<file path="src/ddrpi_pkg.sv">
package ddrpi_pkg;
    localparam int ADDR_W = 13;
    localparam int BANK_W = 3;
    localparam int NBANK = 8;
    localparam int DQ_W = 16;
    localparam int LANE_W = 8;
    localparam int COL_IDX_W = 3;
    localparam int IDX_W = BANK_W + COL_IDX_W;
    localparam int BURST_LEN = 4;
    localparam int AP_BIT = 10;
    localparam int BUF_DEPTH = 2;
    localparam logic [2:0] CMD_MRS = 3'h0;
    localparam logic [2:0] CMD_PRE = 3'h2;
    localparam logic [2:0] CMD_ACT = 3'h3;
    localparam logic [2:0] CMD_WR = 3'h4;
    localparam logic [2:0] CMD_RD = 3'h5;
    localparam logic [2:0] EMR1_BANK = 3'h1;
    localparam logic [NBANK-1:0] BANK_OPEN_RST = 8'h00;
    localparam logic DIFF_STROBE_RST = 1'b0;
    localparam logic [1:0] BEAT_RST = 2'h0;
endpackage : ddrpi_pkg

</file>
<file path="src/ddrpi_buf_if.sv">
`timescale 1ns/1ps
`default_nettype none
interface ddrpi_buf_if #(parameter int W = 16);
    logic in_valid;
    logic in_ready;
    logic [W-1:0] in_data;
    logic out_valid;
    logic out_ready;
    logic [W-1:0] out_data;
    modport store (input in_valid, in_data, out_ready, output in_ready, out_valid, out_data);
    modport user (output in_valid, in_data, out_ready, input in_ready, out_valid, out_data);
endinterface : ddrpi_buf_if
`default_nettype wire

</file>
<file path="src/ddrpi_core.sv">
`timescale 1ns/1ps
`default_nettype none
module ddrpi_core (
    input wire logic i_clk,
    input wire logic i_srst,
    input wire logic i_link_clk,
    input wire logic i_chip_select_n,
    input wire logic i_row_strobe_n,
    input wire logic i_col_strobe_n,
    input wire logic i_write_en_n,
    input wire logic [ddrpi_pkg::BANK_W-1:0] i_bank_select_bits,
    input wire logic [ddrpi_pkg::ADDR_W-1:0] i_address_bus,
    input wire logic i_termination_enable,
    input wire logic [ddrpi_pkg::DQ_W-1:0] i_data_lines,
    input wire logic i_lower_byte_strobe,
    input wire logic i_upper_byte_strobe,
    output logic [ddrpi_pkg::DQ_W-1:0] o_data_lines,
    output logic [1:0] o_data_lines_oe,
    output logic o_lower_byte_strobe,
    output logic o_lower_byte_strobe_oe,
    output logic o_lower_byte_strobe_n,
    output logic o_lower_byte_strobe_n_oe,
    output logic o_upper_byte_strobe,
    output logic o_upper_byte_strobe_oe,
    output logic o_upper_byte_strobe_n,
    output logic o_upper_byte_strobe_n_oe,
    output logic o_termination_active,
    output logic [ddrpi_pkg::NBANK-1:0] o_bank_open
);
    localparam int SW = 1 + 4 + ddrpi_pkg::BANK_W + ddrpi_pkg::ADDR_W + 1 + 2 + ddrpi_pkg::DQ_W;
    typedef enum logic [1:0] {RD_IDLE = 2'b01, RD_BURST = 2'b10} ddrpi_rd_e;
    function automatic logic [ddrpi_pkg::IDX_W-1:0] mem_index(
        input logic [ddrpi_pkg::BANK_W-1:0] bank,
        input logic [ddrpi_pkg::COL_IDX_W-1:0] col,
        input logic [1:0] beat
    );
        mem_index = {bank, col + ddrpi_pkg::COL_IDX_W'(beat)};
    endfunction : mem_index

    // Every pin crosses in from the link side, so all pass two flops
    logic [SW-1:0] meta;
    logic [SW-1:0] sync;
    logic s_link;
    logic s_cs_n;
    logic [2:0] s_cmd;
    logic [ddrpi_pkg::BANK_W-1:0] s_ba;
    logic [ddrpi_pkg::ADDR_W-1:0] s_addr;
    logic s_odt;
    logic [1:0] s_strobe;
    logic [ddrpi_pkg::DQ_W-1:0] s_dq;
    logic link_prev;
    logic link_rise;
    logic link_edge;
    logic cmd_take;
    logic [1:0] strobe_prev;
    logic [1:0] strobe_edge;
    logic [ddrpi_pkg::NBANK-1:0] bank_open;
    logic diff_strobe;
    ddrpi_rd_e rd_state;
    logic [ddrpi_pkg::BANK_W-1:0] rd_bank;
    logic [ddrpi_pkg::COL_IDX_W-1:0] rd_col;
    logic [1:0] rd_beat;
    logic [1:0] wr_active;
    logic [ddrpi_pkg::BANK_W-1:0] wr_bank;
    logic [ddrpi_pkg::COL_IDX_W-1:0] wr_col;
    logic [1:0] wr_beat [2];
    logic [ddrpi_pkg::LANE_W-1:0] lane_mem [2][1 << ddrpi_pkg::IDX_W];
    logic [1:0] strobe_q;
    logic [1:0] lane_oe;
    logic [ddrpi_pkg::DQ_W-1:0] dq_q;
    logic [ddrpi_pkg::IDX_W-1:0] rd_idx;
    logic [1:0] strobe_n_q;
    logic [1:0] n_oe_q;
    ddrpi_buf_if #(.W(ddrpi_pkg::DQ_W)) rbuf ();
    ddrpi_fifo #(.W(ddrpi_pkg::DQ_W), .DEPTH(ddrpi_pkg::BUF_DEPTH)) u_rbuf (
        .i_clk(i_clk),
        .i_srst(i_srst),
        .bus(rbuf.store)
    );

    always_ff @(posedge i_clk) begin
        meta <= {i_link_clk, i_chip_select_n, i_row_strobe_n, i_col_strobe_n, i_write_en_n,
                 i_bank_select_bits, i_address_bus, i_termination_enable,
                 i_upper_byte_strobe, i_lower_byte_strobe, i_data_lines};
        sync <= meta;
    end
    assign {s_link, s_cs_n, s_cmd, s_ba, s_addr, s_odt, s_strobe, s_dq} = sync;

    always_ff @(posedge i_clk) begin
        if (i_srst) begin
            link_prev <= s_link; // Track pins in reset so release shows no false edge
            strobe_prev <= s_strobe;
        end else begin
            link_prev <= s_link;
            strobe_prev <= s_strobe;
        end
    end
    assign link_rise = s_link & ~link_prev;
    assign link_edge = s_link ^ link_prev;
    assign cmd_take = link_rise & ~s_cs_n;
    assign strobe_edge = s_strobe ^ strobe_prev;

    // Bank state and extended register one; a closed bank drops reads and writes
    always_ff @(posedge i_clk) begin
        if (i_srst) begin
            bank_open <= ddrpi_pkg::BANK_OPEN_RST;
            diff_strobe <= ddrpi_pkg::DIFF_STROBE_RST;
        end else if (cmd_take) begin
            case (s_cmd)
                ddrpi_pkg::CMD_ACT: bank_open[s_ba] <= 1'b1;
                ddrpi_pkg::CMD_PRE: begin
                    if (s_addr[ddrpi_pkg::AP_BIT]) begin
                        bank_open <= '0;
                    end else begin
                        bank_open[s_ba] <= 1'b0;
                    end
                end
                ddrpi_pkg::CMD_RD, ddrpi_pkg::CMD_WR: begin
                    if (s_addr[ddrpi_pkg::AP_BIT]) begin
                        bank_open[s_ba] <= 1'b0;
                    end
                end
                ddrpi_pkg::CMD_MRS: begin
                    if (s_ba == ddrpi_pkg::EMR1_BANK) begin
                        // Low level on A10 selects the complement strobes
                        diff_strobe <= ~s_addr[ddrpi_pkg::AP_BIT];
                    end
                end
                default: ;
            endcase
        end
    end

    // Read burst feeds the buffer; a full buffer stalls the burst
    assign rd_idx = mem_index(rd_bank, rd_col, rd_beat);
    assign rbuf.in_valid = (rd_state == RD_BURST);
    assign rbuf.in_data = {lane_mem[1][rd_idx], lane_mem[0][rd_idx]};
    always_ff @(posedge i_clk) begin
        if (i_srst) begin
            rd_state <= RD_IDLE;
            rd_bank <= '0;
            rd_col <= '0;
            rd_beat <= ddrpi_pkg::BEAT_RST;
        end else begin
            case (rd_state)
                RD_IDLE: begin
                    if (cmd_take && s_cmd == ddrpi_pkg::CMD_RD && bank_open[s_ba]) begin
                        rd_bank <= s_ba;
                        rd_col <= s_addr[ddrpi_pkg::COL_IDX_W-1:0];
                        rd_beat <= ddrpi_pkg::BEAT_RST;
                        rd_state <= RD_BURST;
                    end
                end
                RD_BURST: begin
                    if (rbuf.in_ready) begin
                        rd_beat <= rd_beat + 2'h1;
                        if (rd_beat == 2'(ddrpi_pkg::BURST_LEN - 1)) begin
                            rd_state <= RD_IDLE;
                        end
                    end
                end
                default: rd_state <= RD_IDLE;
            endcase
        end
    end

    // Write capture: each lane counts beats on its own strobe edges
    always_ff @(posedge i_clk) begin
        if (i_srst) begin
            wr_active <= 2'h0;
            wr_bank <= '0;
            wr_col <= '0;
            wr_beat[0] <= ddrpi_pkg::BEAT_RST;
            wr_beat[1] <= ddrpi_pkg::BEAT_RST;
        end else if (cmd_take && s_cmd == ddrpi_pkg::CMD_WR && bank_open[s_ba]) begin
            wr_active <= 2'h3;
            wr_bank <= s_ba;
            wr_col <= s_addr[ddrpi_pkg::COL_IDX_W-1:0];
            wr_beat[0] <= ddrpi_pkg::BEAT_RST;
            wr_beat[1] <= ddrpi_pkg::BEAT_RST;
        end else if (cmd_take && s_cmd == ddrpi_pkg::CMD_RD) begin
            wr_active <= 2'h0; // A read ends a short write, so looped-back read strobes store nothing
        end else begin
            for (int l = 0; l < 2; l++) begin
                if (wr_active[l] && strobe_edge[l]) begin
                    wr_beat[l] <= wr_beat[l] + 2'h1;
                    if (wr_beat[l] == 2'(ddrpi_pkg::BURST_LEN - 1)) begin
                        wr_active[l] <= 1'b0;
                    end
                end
            end
        end
    end

    always_ff @(posedge i_clk) begin
        for (int l = 0; l < 2; l++) begin
            if (wr_active[l] && strobe_edge[l]) begin
                lane_mem[l][mem_index(wr_bank, wr_col, wr_beat[l])] <=
                    s_dq[l*ddrpi_pkg::LANE_W +: ddrpi_pkg::LANE_W];
            end
        end
    end

    // Drive side: data and strobe change on the same link edge
    assign rbuf.out_ready = link_edge;
    always_ff @(posedge i_clk) begin
        if (i_srst) begin
            dq_q <= '0;
            strobe_q <= 2'h0;
            strobe_n_q <= 2'h3;
            lane_oe <= 2'h0;
            n_oe_q <= 2'h0;
        end else if (link_edge) begin
            if (rbuf.out_valid) begin
                dq_q <= rbuf.out_data;
                strobe_q <= ~strobe_q;
                strobe_n_q <= strobe_q;
                lane_oe <= 2'h3;
                n_oe_q <= {2{diff_strobe}};
            end else begin
                strobe_q <= 2'h0;
                strobe_n_q <= 2'h3;
                lane_oe <= 2'h0;
                n_oe_q <= 2'h0;
            end
        end else if (!diff_strobe) begin
            n_oe_q <= 2'h0;
        end
    end

    always_ff @(posedge i_clk) begin
        if (i_srst) begin
            o_termination_active <= 1'b0;
        end else if (link_rise) begin
            o_termination_active <= s_odt;
        end
    end

    assign o_data_lines = dq_q;
    assign o_data_lines_oe = lane_oe;
    assign o_lower_byte_strobe = strobe_q[0];
    assign o_upper_byte_strobe = strobe_q[1];
    assign o_lower_byte_strobe_oe = lane_oe[0];
    assign o_upper_byte_strobe_oe = lane_oe[1];
    assign o_lower_byte_strobe_n = strobe_n_q[0];
    assign o_upper_byte_strobe_n = strobe_n_q[1];
    assign o_lower_byte_strobe_n_oe = n_oe_q[0];
    assign o_upper_byte_strobe_n_oe = n_oe_q[1];
    assign o_bank_open = bank_open;
endmodule : ddrpi_core
`default_nettype wire

</file>
<file path="src/ddrpi_fifo.sv">
`timescale 1ns/1ps
`default_nettype none
module ddrpi_fifo #(
    parameter int W = 16,
    parameter int DEPTH = 2
) (
    input wire logic i_clk,
    input wire logic i_srst,
    ddrpi_buf_if.store bus
);
    localparam int PW = $clog2(DEPTH);
    logic [W-1:0] mem [DEPTH];
    logic [PW-1:0] wr_ptr;
    logic [PW-1:0] rd_ptr;
    logic [PW:0] count;
    logic push;
    logic pop;

    assign bus.in_ready = (count != (PW+1)'(DEPTH));
    assign bus.out_valid = (count != '0);
    assign bus.out_data = mem[rd_ptr];
    assign push = bus.in_valid & bus.in_ready;
    assign pop = bus.out_valid & bus.out_ready;

    always_ff @(posedge i_clk) begin
        if (push) begin
            mem[wr_ptr] <= bus.in_data;
        end
    end

    always_ff @(posedge i_clk) begin
        if (i_srst) begin
            wr_ptr <= '0;
            rd_ptr <= '0;
            count <= '0;
        end else begin
            if (push) begin
                wr_ptr <= (wr_ptr == PW'(DEPTH - 1)) ? '0 : wr_ptr + 1'b1;
            end
            if (pop) begin
                rd_ptr <= (rd_ptr == PW'(DEPTH - 1)) ? '0 : rd_ptr + 1'b1;
            end
            count <= count + (PW+1)'(push) - (PW+1)'(pop);
        end
    end
endmodule : ddrpi_fifo
`default_nettype wire

</file>
<file path="config.mk">
export PLATFORM = sky130hd
export DESIGN_NAME = ddrpi_core
export DESIGN_NICKNAME = d
export VERILOG_FILES = /design/src/ddrpi_pkg.sv /design/src/ddrpi_buf_if.sv /design/src/ddrpi_core.sv /design/src/ddrpi_fifo.sv
export SDC_FILE = /design/constraint.sdc
export NUM_CORES = 1
export LEC_CHECK = 0
export ABC_AREA = 0
export BUFFER_PORTS_ARGS = -buffer_cell sky130_fd_sc_hd__buf_4
export CORE_MARGIN = 10
export CORE_UTILIZATION = 59
export CTS_BUF_LIST = sky130_fd_sc_hd__clkbuf_2 sky130_fd_sc_hd__clkbuf_4 sky130_fd_sc_hd__clkbuf_8
export DETAILED_ROUTE_END_ITERATION = 7
export PLACE_DENSITY = 0.76
export SLEW_MARGIN = 20
export SYNTH_ARGS = -nofsm -noshare
export SYNTH_HDL_FRONTEND = slang
export SYNTH_SLANG_ARGS = --single-unit
</file>
<file path="constraint.sdc">
create_clock -name i_clk -period 2.6 [get_ports i_clk]
set_input_delay 0.39 -clock i_clk [delete_from_list [all_inputs] [get_ports i_clk]]
set_output_delay 0.39 -clock i_clk [all_outputs]
set_load 0.05 [all_outputs]
</file>
==> metrics.md, run 1 <==
| Metric | Value |
|---|---|
| Top delay family on crit path | adder cells |
| Ys flop type | edfxtp_1 |
| Avg Vias per Cell | 6.42 |
| HPWL after detailed placement | 67.6 mm |
| Post-synth EDFFs | 1060 |
| Worst path slowest cell | fa_4 |
| Max frequency | 324 MHz |
| CTS H-tree depth | 4 |
| Most common library cells after synthesis | edfxtp_1 (1060), mux4_2 (220), nor2_1 (180) |
| Placer Congestion | 0.876 |
| Routed WL | 113 mm |
| Mapped Cells | 2288 |
| Pint | 29700 uW |
| Area Overhead vs Synth | 22.0% |
| Net Switching | 8190 uW |
| Critical Path AT | 3.76 ns |
| GRT Util Overall | 26.1% |
| Area of the multi-input gates | 10900 sq um |
| Crit path time final | 3.09 ns |
| I/O pin cnt | 77 |
| DR DRC count | 0 |
| Total Nets Final | 2859 |
| Core area | 75600 sq um |
| Yosys warns | 0 |
| Placed Cells | 3527 |
| Peak supply drop | 0.385 mV |
| Initial DRC Count | 3337 |
| Syn Std Cell Area | 44800 sq um |
| ANT nets after route | 0 |
| Sw Ratio | 21.6% |
| Yosys reg bits | 1179 |
| Async SR Flop Fraction | 0% |
| Crit-path max FO | 8 |
| GRT overflow | 0 |
| Crit Path Class | reg -> reg |
| Hold/Removal Path Class | in -> reg |
| Power density cells | 693 nW/um^2 |
| DIE AREA | 87400 sq um |
| Worst stage delay on the critical path | 0.79 ns |
| Number of global-route vias before repair | 25600 |
| Final clock skew | 0.0349 ns |
| Distinct cells, synth | 59 |
| Area contributors post-synth | edfxtp_1 (71%), mux4_2 (11%), dfxtp_1 (5.3%), mux2i_1 (2.5%), nor2_1 (1.5%) |
| Die Width | 296 microns |
| Worst-path clk slew | 0.07 ns |
| CP bufs+invs | 4 |
| CP most frequent cell | buf_12 |
| DRT Pass-1 Iters | 6 |
| Root buffer cell | clkbuf_8 |
| LEAKAGE | 0.0186 uW |
| Post-synth top area share | 71.0% |
| Count leader, synth | edfxtp_1 |
| Clock power share | 41.4% |
| Slew margin rel. | 27.8% |
| Final worst path period share | 119% |
| CTS tree | built |
| Yosys top cell by area | edfxtp_1 |
| Net count after synthesis | 2342 |
| Drt wl/cell | 28.8 microns |
| Cts bufs inserted | 179 |
| Non-filler cells, final | 3934 |
| Max Slew Vio Count | 0 |
| Crit start category | flip-flop |
| Clock sinks | 1179 |
| Post-synthesis sequential area ratio | 76.3% |
| Initial antenna violation count | 2 |
| Avg Inst Size Synth | 19.6 sq um |
| Worst Setup End Kind | flip-flop |
| Effective utilization at floorplan | 59.3% |
| Status | complete, but fails checks |
| Layout cell share with drive strength beyond 1 | 37.8% |
| Num rows | 101 |
| Via count | 25200 |
| Worst EP required | 3.28 ns |
| Failing checks | setup timing |
| Crit path cell chain | ha_4 > inv_2 > fa_4 > buf_12 > buf_12 > buf_8 > mux4_2 > nor2_2 > a221o_1 > a211oi_4 > a22o_1 |
| RSZ-0062 raised after global routing | true |
| # setup viols final | 32 |
| Worst skew pair latency | 0.83 ns |
| Final hold viol count | 0 |
| First-pass GRT wire length | 167 mm |
| Die height | 296 microns |
| Fillers | 4104 |
| Reg power frac | 55.3% |
| Final Power | 37900 uW |
| Largest net degree at the start of global routing | 69 |
| Worst-Margin Slew | 1.08 ns |
| Sequential cell area | 34200 sq um |
| I/O Buffers | 67 |
| Max_cap viols | 0 |
| Fin worst setup slack | -0.486 ns |
| Combinational group share of total power | 3.3% |
| Clock Tree Buf Depth | 3 |
[final cells by class]
class	instances	share of cell area, %
antenna	4	0.0183
clock buffer	253	5.67
clock inverter	75	1.13
inverter	17	0.117
multi-input combinational	968	19.9
sequential	1179	62.6
tap	978	2.24
timing repair buffer	460	8.36
[logic make-up (layout without fill, tap and decap cells)]
group	count (synthesis)	in the layout	synth area share (%)
compound gates	230	230	3.88
xor+xnor	12	12	0.251
fa+ha+maj	12	12	0.385
buf+inv	141	805	1.60
flops	1179	1179	76.3
mux	338	338	13.8
other cells	0	4	0
simple gates	376	376	3.73
[cells in the final DEF (no fill, tap or decap), types with 14 or more instances in the layout]
cell type	instances
a211oi_1	17
a21oi_1	30
a221o_1	15
a221oi_2	22
a22o_1	14
buf_12	51
buf_16	15
buf_4	343
buf_6	15
clkbuf_4	61
clkbuf_8	192
clkinv_1	29
clkinv_2	24
dfxtp_1	101
dfxtp_2	18
dlygate4sd3_1	31
edfxtp_1	1060
inv_1	16
mux2i_1	96
mux4_2	220
nand2_1	63
nand2b_1	14
nand3_1	53
nor2_1	169
nor2b_1	21
o21ai_0	21
[power groups by stage]
stage	combinational, uW	clock [uW]	sequential [uW]
after floorplan	384	0	21600
after global placement	1130	0	21300
after detailed placement	1160	0	21300
after CTS	1220	15800	20900
after global routing	1310	16800	21000
final	1240	15700	21000
[flip-flops by register name (all words and copies together), names as in the netlist, 3 cells and up]
register / flops
u_rbuf.mem: 32
meta: 31
wr_beat: 4
o_data_lines: 16
rd_col: 3
wr_bank: 3
sync: 31
rd_bank: 3
wr_col: 3
lane_mem: 1024
o_bank_open: 8
[worst paths after layout]
path	start	end	slack, ns	cells after the start
hold reg to reg	meta[14]	sync[14]	0.32	0
setup reg to reg	rd_col[0]	u_rbuf.mem[1][1]	-0.49	11
setup / recovery	rd_col[0]	u_rbuf.mem[1][1]	-0.49	11
hold / removal	i_srst	strobe_q[1]	0.08	2
[repair_timing]
| action | 4_1_cts | 5_1_grt |
|---|---|---|
| cloned | 14 | 2 |
| hold buffers | 31 | 0 |
| pin swaps | 49 | 34 |
| gates resized for setup | 171 | 55 |
| endpoints found under the setup margin | 32 | 42 |
| buffers inserted | 23 | 10 |
| endpoints found under the hold margin | 31 | 0 |
[metal layers]
metal | part of all wire [%] | global-route usage, % | wire length [microns] | vias to the layer above
li1 | - | - | - | 10400
met1 | 37 | 36.1 | 42200 | 12900
met2 | 48 | 40.8 | 54600 | 1663
met3 | 11 | 6.10 | 12700 | 265
met4 | 3.2 | 9.26 | 3630 | 2
met5 | 0.011 | 0 | 12 | -
[metrics by stage]
step	setup WS, ns	TNS [ns]	util (%)	hold WS (ns)	area (sq um)
floorplan	0.000941	0	-	0.310	45000
global placement	-0.804	-19.48	64.6	0.310	48800
detailed placement	-0.804	-20.35	64.6	0.312	48800
CTS	-0.491	-14.86	71.8	0.0180	54300
global route	-0.556	-15.82	72.4	0.0824	54700
finish	-0.486	-14.15	72.4	0.0833	54700
Power figures use the tool's default switching activity.
==> run 2: changes to the inputs <==
--- a/config.mk
+++ b/config.mk
@@ -6,12 +6,12 @@
 export NUM_CORES = 1
 export LEC_CHECK = 0
 export ABC_AREA = 0
-export BUFFER_PORTS_ARGS = -buffer_cell sky130_fd_sc_hd__buf_4
+export BUFFER_PORTS_ARGS = -buffer_cell sky130_fd_sc_hd__buf_2
 export CORE_MARGIN = 10
 export CORE_UTILIZATION = 59
 export CTS_BUF_LIST = sky130_fd_sc_hd__clkbuf_2 sky130_fd_sc_hd__clkbuf_4 sky130_fd_sc_hd__clkbuf_8
 export DETAILED_ROUTE_END_ITERATION = 7
-export PLACE_DENSITY = 0.76
+export PLACE_DENSITY = 0.79
 export SLEW_MARGIN = 20
 export SYNTH_ARGS = -nofsm -noshare
 export SYNTH_HDL_FRONTEND = slang
==> metrics.md, run 2 (synthesis results as in run 1) <==
| Metric | Value |
|---|---|
| Worst hold stages | 2 |
| Root buffer cell | clkbuf_8 |
| Max Slew Vio Count | 0 |
| Via count | 25300 |
| Setup TNS | -16.88 ns |
| Fin worst setup slack | -0.633 ns |
| Power density cells | 691 nW/um^2 |
| Worst-path clk slew | 0.07 ns |
| Num rows | 101 |
| Die height | 296 microns |
| Reg power frac | 56.1% |
| HPWL after detailed placement | 66.7 mm |
| Area Overhead vs Synth | 20.1% |
| Net Switching | 8050 uW |
| I/O pin cnt | 77 |
| Routed WL | 114 mm |
| Cts bufs inserted | 175 |
| Placer Congestion | 0.861 |
| Hold/Removal Path Class | in -> reg |
| Sequential cell area | 34200 sq um |
| Most frequent cells in the layout | edfxtp_1 (1060), buf_4 (288), mux4_2 (220) |
| Failing checks | setup timing |
| GRT Util Overall | 25.7% |
| Status | complete, but fails checks |
| Max frequency | 309 MHz |
| Crit-path max FO | 6 |
| Crit Path Class | reg -> reg |
| Critical Path AT | 3.80 ns |
| LEAKAGE | 0.0184 uW |
| First-pass GRT wire length | 166 mm |
| Initial DRC Count | 3398 |
| GRT overflow | 0 |
| Clock power share | 40.6% |
| Core area | 75600 sq um |
| Largest net degree at the start of global routing | 65 |
| Combinational group share of total power | 3.3% |
| # setup viols final | 32 |
| Final clock skew | 0.0381 ns |
| RSZ-0062 raised after global routing | true |
| DR DRC count | 0 |
| Worst-Margin Slew | 0.959 ns |
| Peak supply drop | 0.441 mV |
| Effective utilization at floorplan | 59.3% |
| Slew margin rel. | 36.1% |
| Die Width | 296 microns |
| DIE AREA | 87400 sq um |
| Worst skew pair latency | 0.84 ns |
| Worst EP required | 3.17 ns |
| Clock Tree Buf Depth | 3 |
| CTS tree | built |
| Initial antenna violation count | 1 |
| Final hold viol count | 0 |
| Avg Vias per Cell | 6.46 |
| Most common cell after layout, fill and taps aside | edfxtp_1 |
| CTS H-tree depth | 4 |
| Fillers | 4026 |
| Largest register FFs | 1024 |
| Pint | 29100 uW |
| Worst Setup End Kind | flip-flop |
| I/O Buffers | 67 |
| Sw Ratio | 21.7% |
| R2R depth | 10 |
| Drt wl/cell | 29.2 microns |
| Clock sinks | 1179 |
| Max_cap viols | 0 |
| Area of the multi-input gates | 10700 sq um |
| Crit path time final | 3.23 ns |
| Layout cell share with drive strength beyond 1 | 36.2% |
| DRT Pass-1 Iters | 6 |
| Final Util | 71.3% |
| Final worst path period share | 124% |
| Total Nets Final | 2849 |
| Number of global-route vias before repair | 25600 |
| ANT nets after route | 0 |
| Crit start category | flip-flop |
run 2: cell types whose count changed in the layout (fill, tap and decap cells not counted), moves of 6 or more:
cell,delta
a221oi_1,+6
a221oi_2,-6
buf_12,-8
buf_16,-9
buf_2,+67
buf_4,-55
clkinv_1,+8
clkinv_2,-9
o22ai_1,+7
run 2: final cells by class:
| cell class | instances | share of cell area [%] |
|---|---|---|
| inverters | 17 | 0.118 |
| multi-input cells | 968 | 19.8 |
| clock inverters | 69 | 0.957 |
| repair buffers | 454 | 7.67 |
| diodes | 1 | 0.00465 |
| well taps | 978 | 2.27 |
| flip-flops and latches | 1179 | 63.6 |
| clock buffers | 248 | 5.63 |
run 2: per-stage QoR:
step / hold slack [ns] / setup slack, ns / cell area (sq um) / total power, uW / instances
2_1_floorplan: 0.310 / 0.000941 / 45000 / 22000 / 2288
3_3_place_gp: 0.312 / -0.721 / 48600 / 22400 / 3520
3_5_place_dp: 0.312 / -0.770 / 48600 / 22400 / 3520
4_1_cts: 0.145 / -0.549 / 53300 / 37200 / 3893
5_1_grt: 0.150 / -0.643 / 53900 / 38200 / 3914
6_report: 0.186 / -0.633 / 53900 / 37200 / 3914
run 2: worst max-delay path, stage by stage, from the launching register on:
cell and delay (ns):
dfxtp_2 0.35, ha_4 0.13, inv_2 0.03, fa_4 0.82
buf_12 0.18, buf_4 0.16, buf_12 0.13, mux4_2 0.40
a221oi_4 0.34, nand2_2 0.14, a22o_1 0.27
run 2: worst paths after layout:
path	startpoint	endpoint	slack, ns
setup / recovery	rd_col[0]	u_rbuf.mem[0][0]	-0.63
hold / removal	i_termination_enable	meta[18]	0.19
setup reg to reg	rd_col[0]	u_rbuf.mem[0][0]	-0.63
hold reg to reg	meta[8]	sync[8]	0.32
run 2: what timing repair did:
item | 4_1_cts | 5_1_grt
setup endpoints to repair | 36 | 81
buffers inserted | 17 | 21
cloned | 7 | 3
pin swaps | 15 | 24
hold endpoints to repair | 39 | 0
hold buffers | 32 | 0
gates resized for setup | 103 | 65
run 2: power groups by stage:
stage / logic, uW / clock network [uW] / registers (uW)
after floorplan: 384 / 0 / 21600
after global placement: 1100 / 0 / 21300
after detailed placement: 1150 / 0 / 21300
after CTS: 1210 / 15100 / 20900
after global routing: 1290 / 16100 / 20900
final: 1230 / 15100 / 20900
run 2: per-layer routing:
metal  share of wire, %  track usage, %
met1                 35            34.5
met2                 49            40.9
met3                 12            6.18
met4                3.9            9.48
met5                  0               0
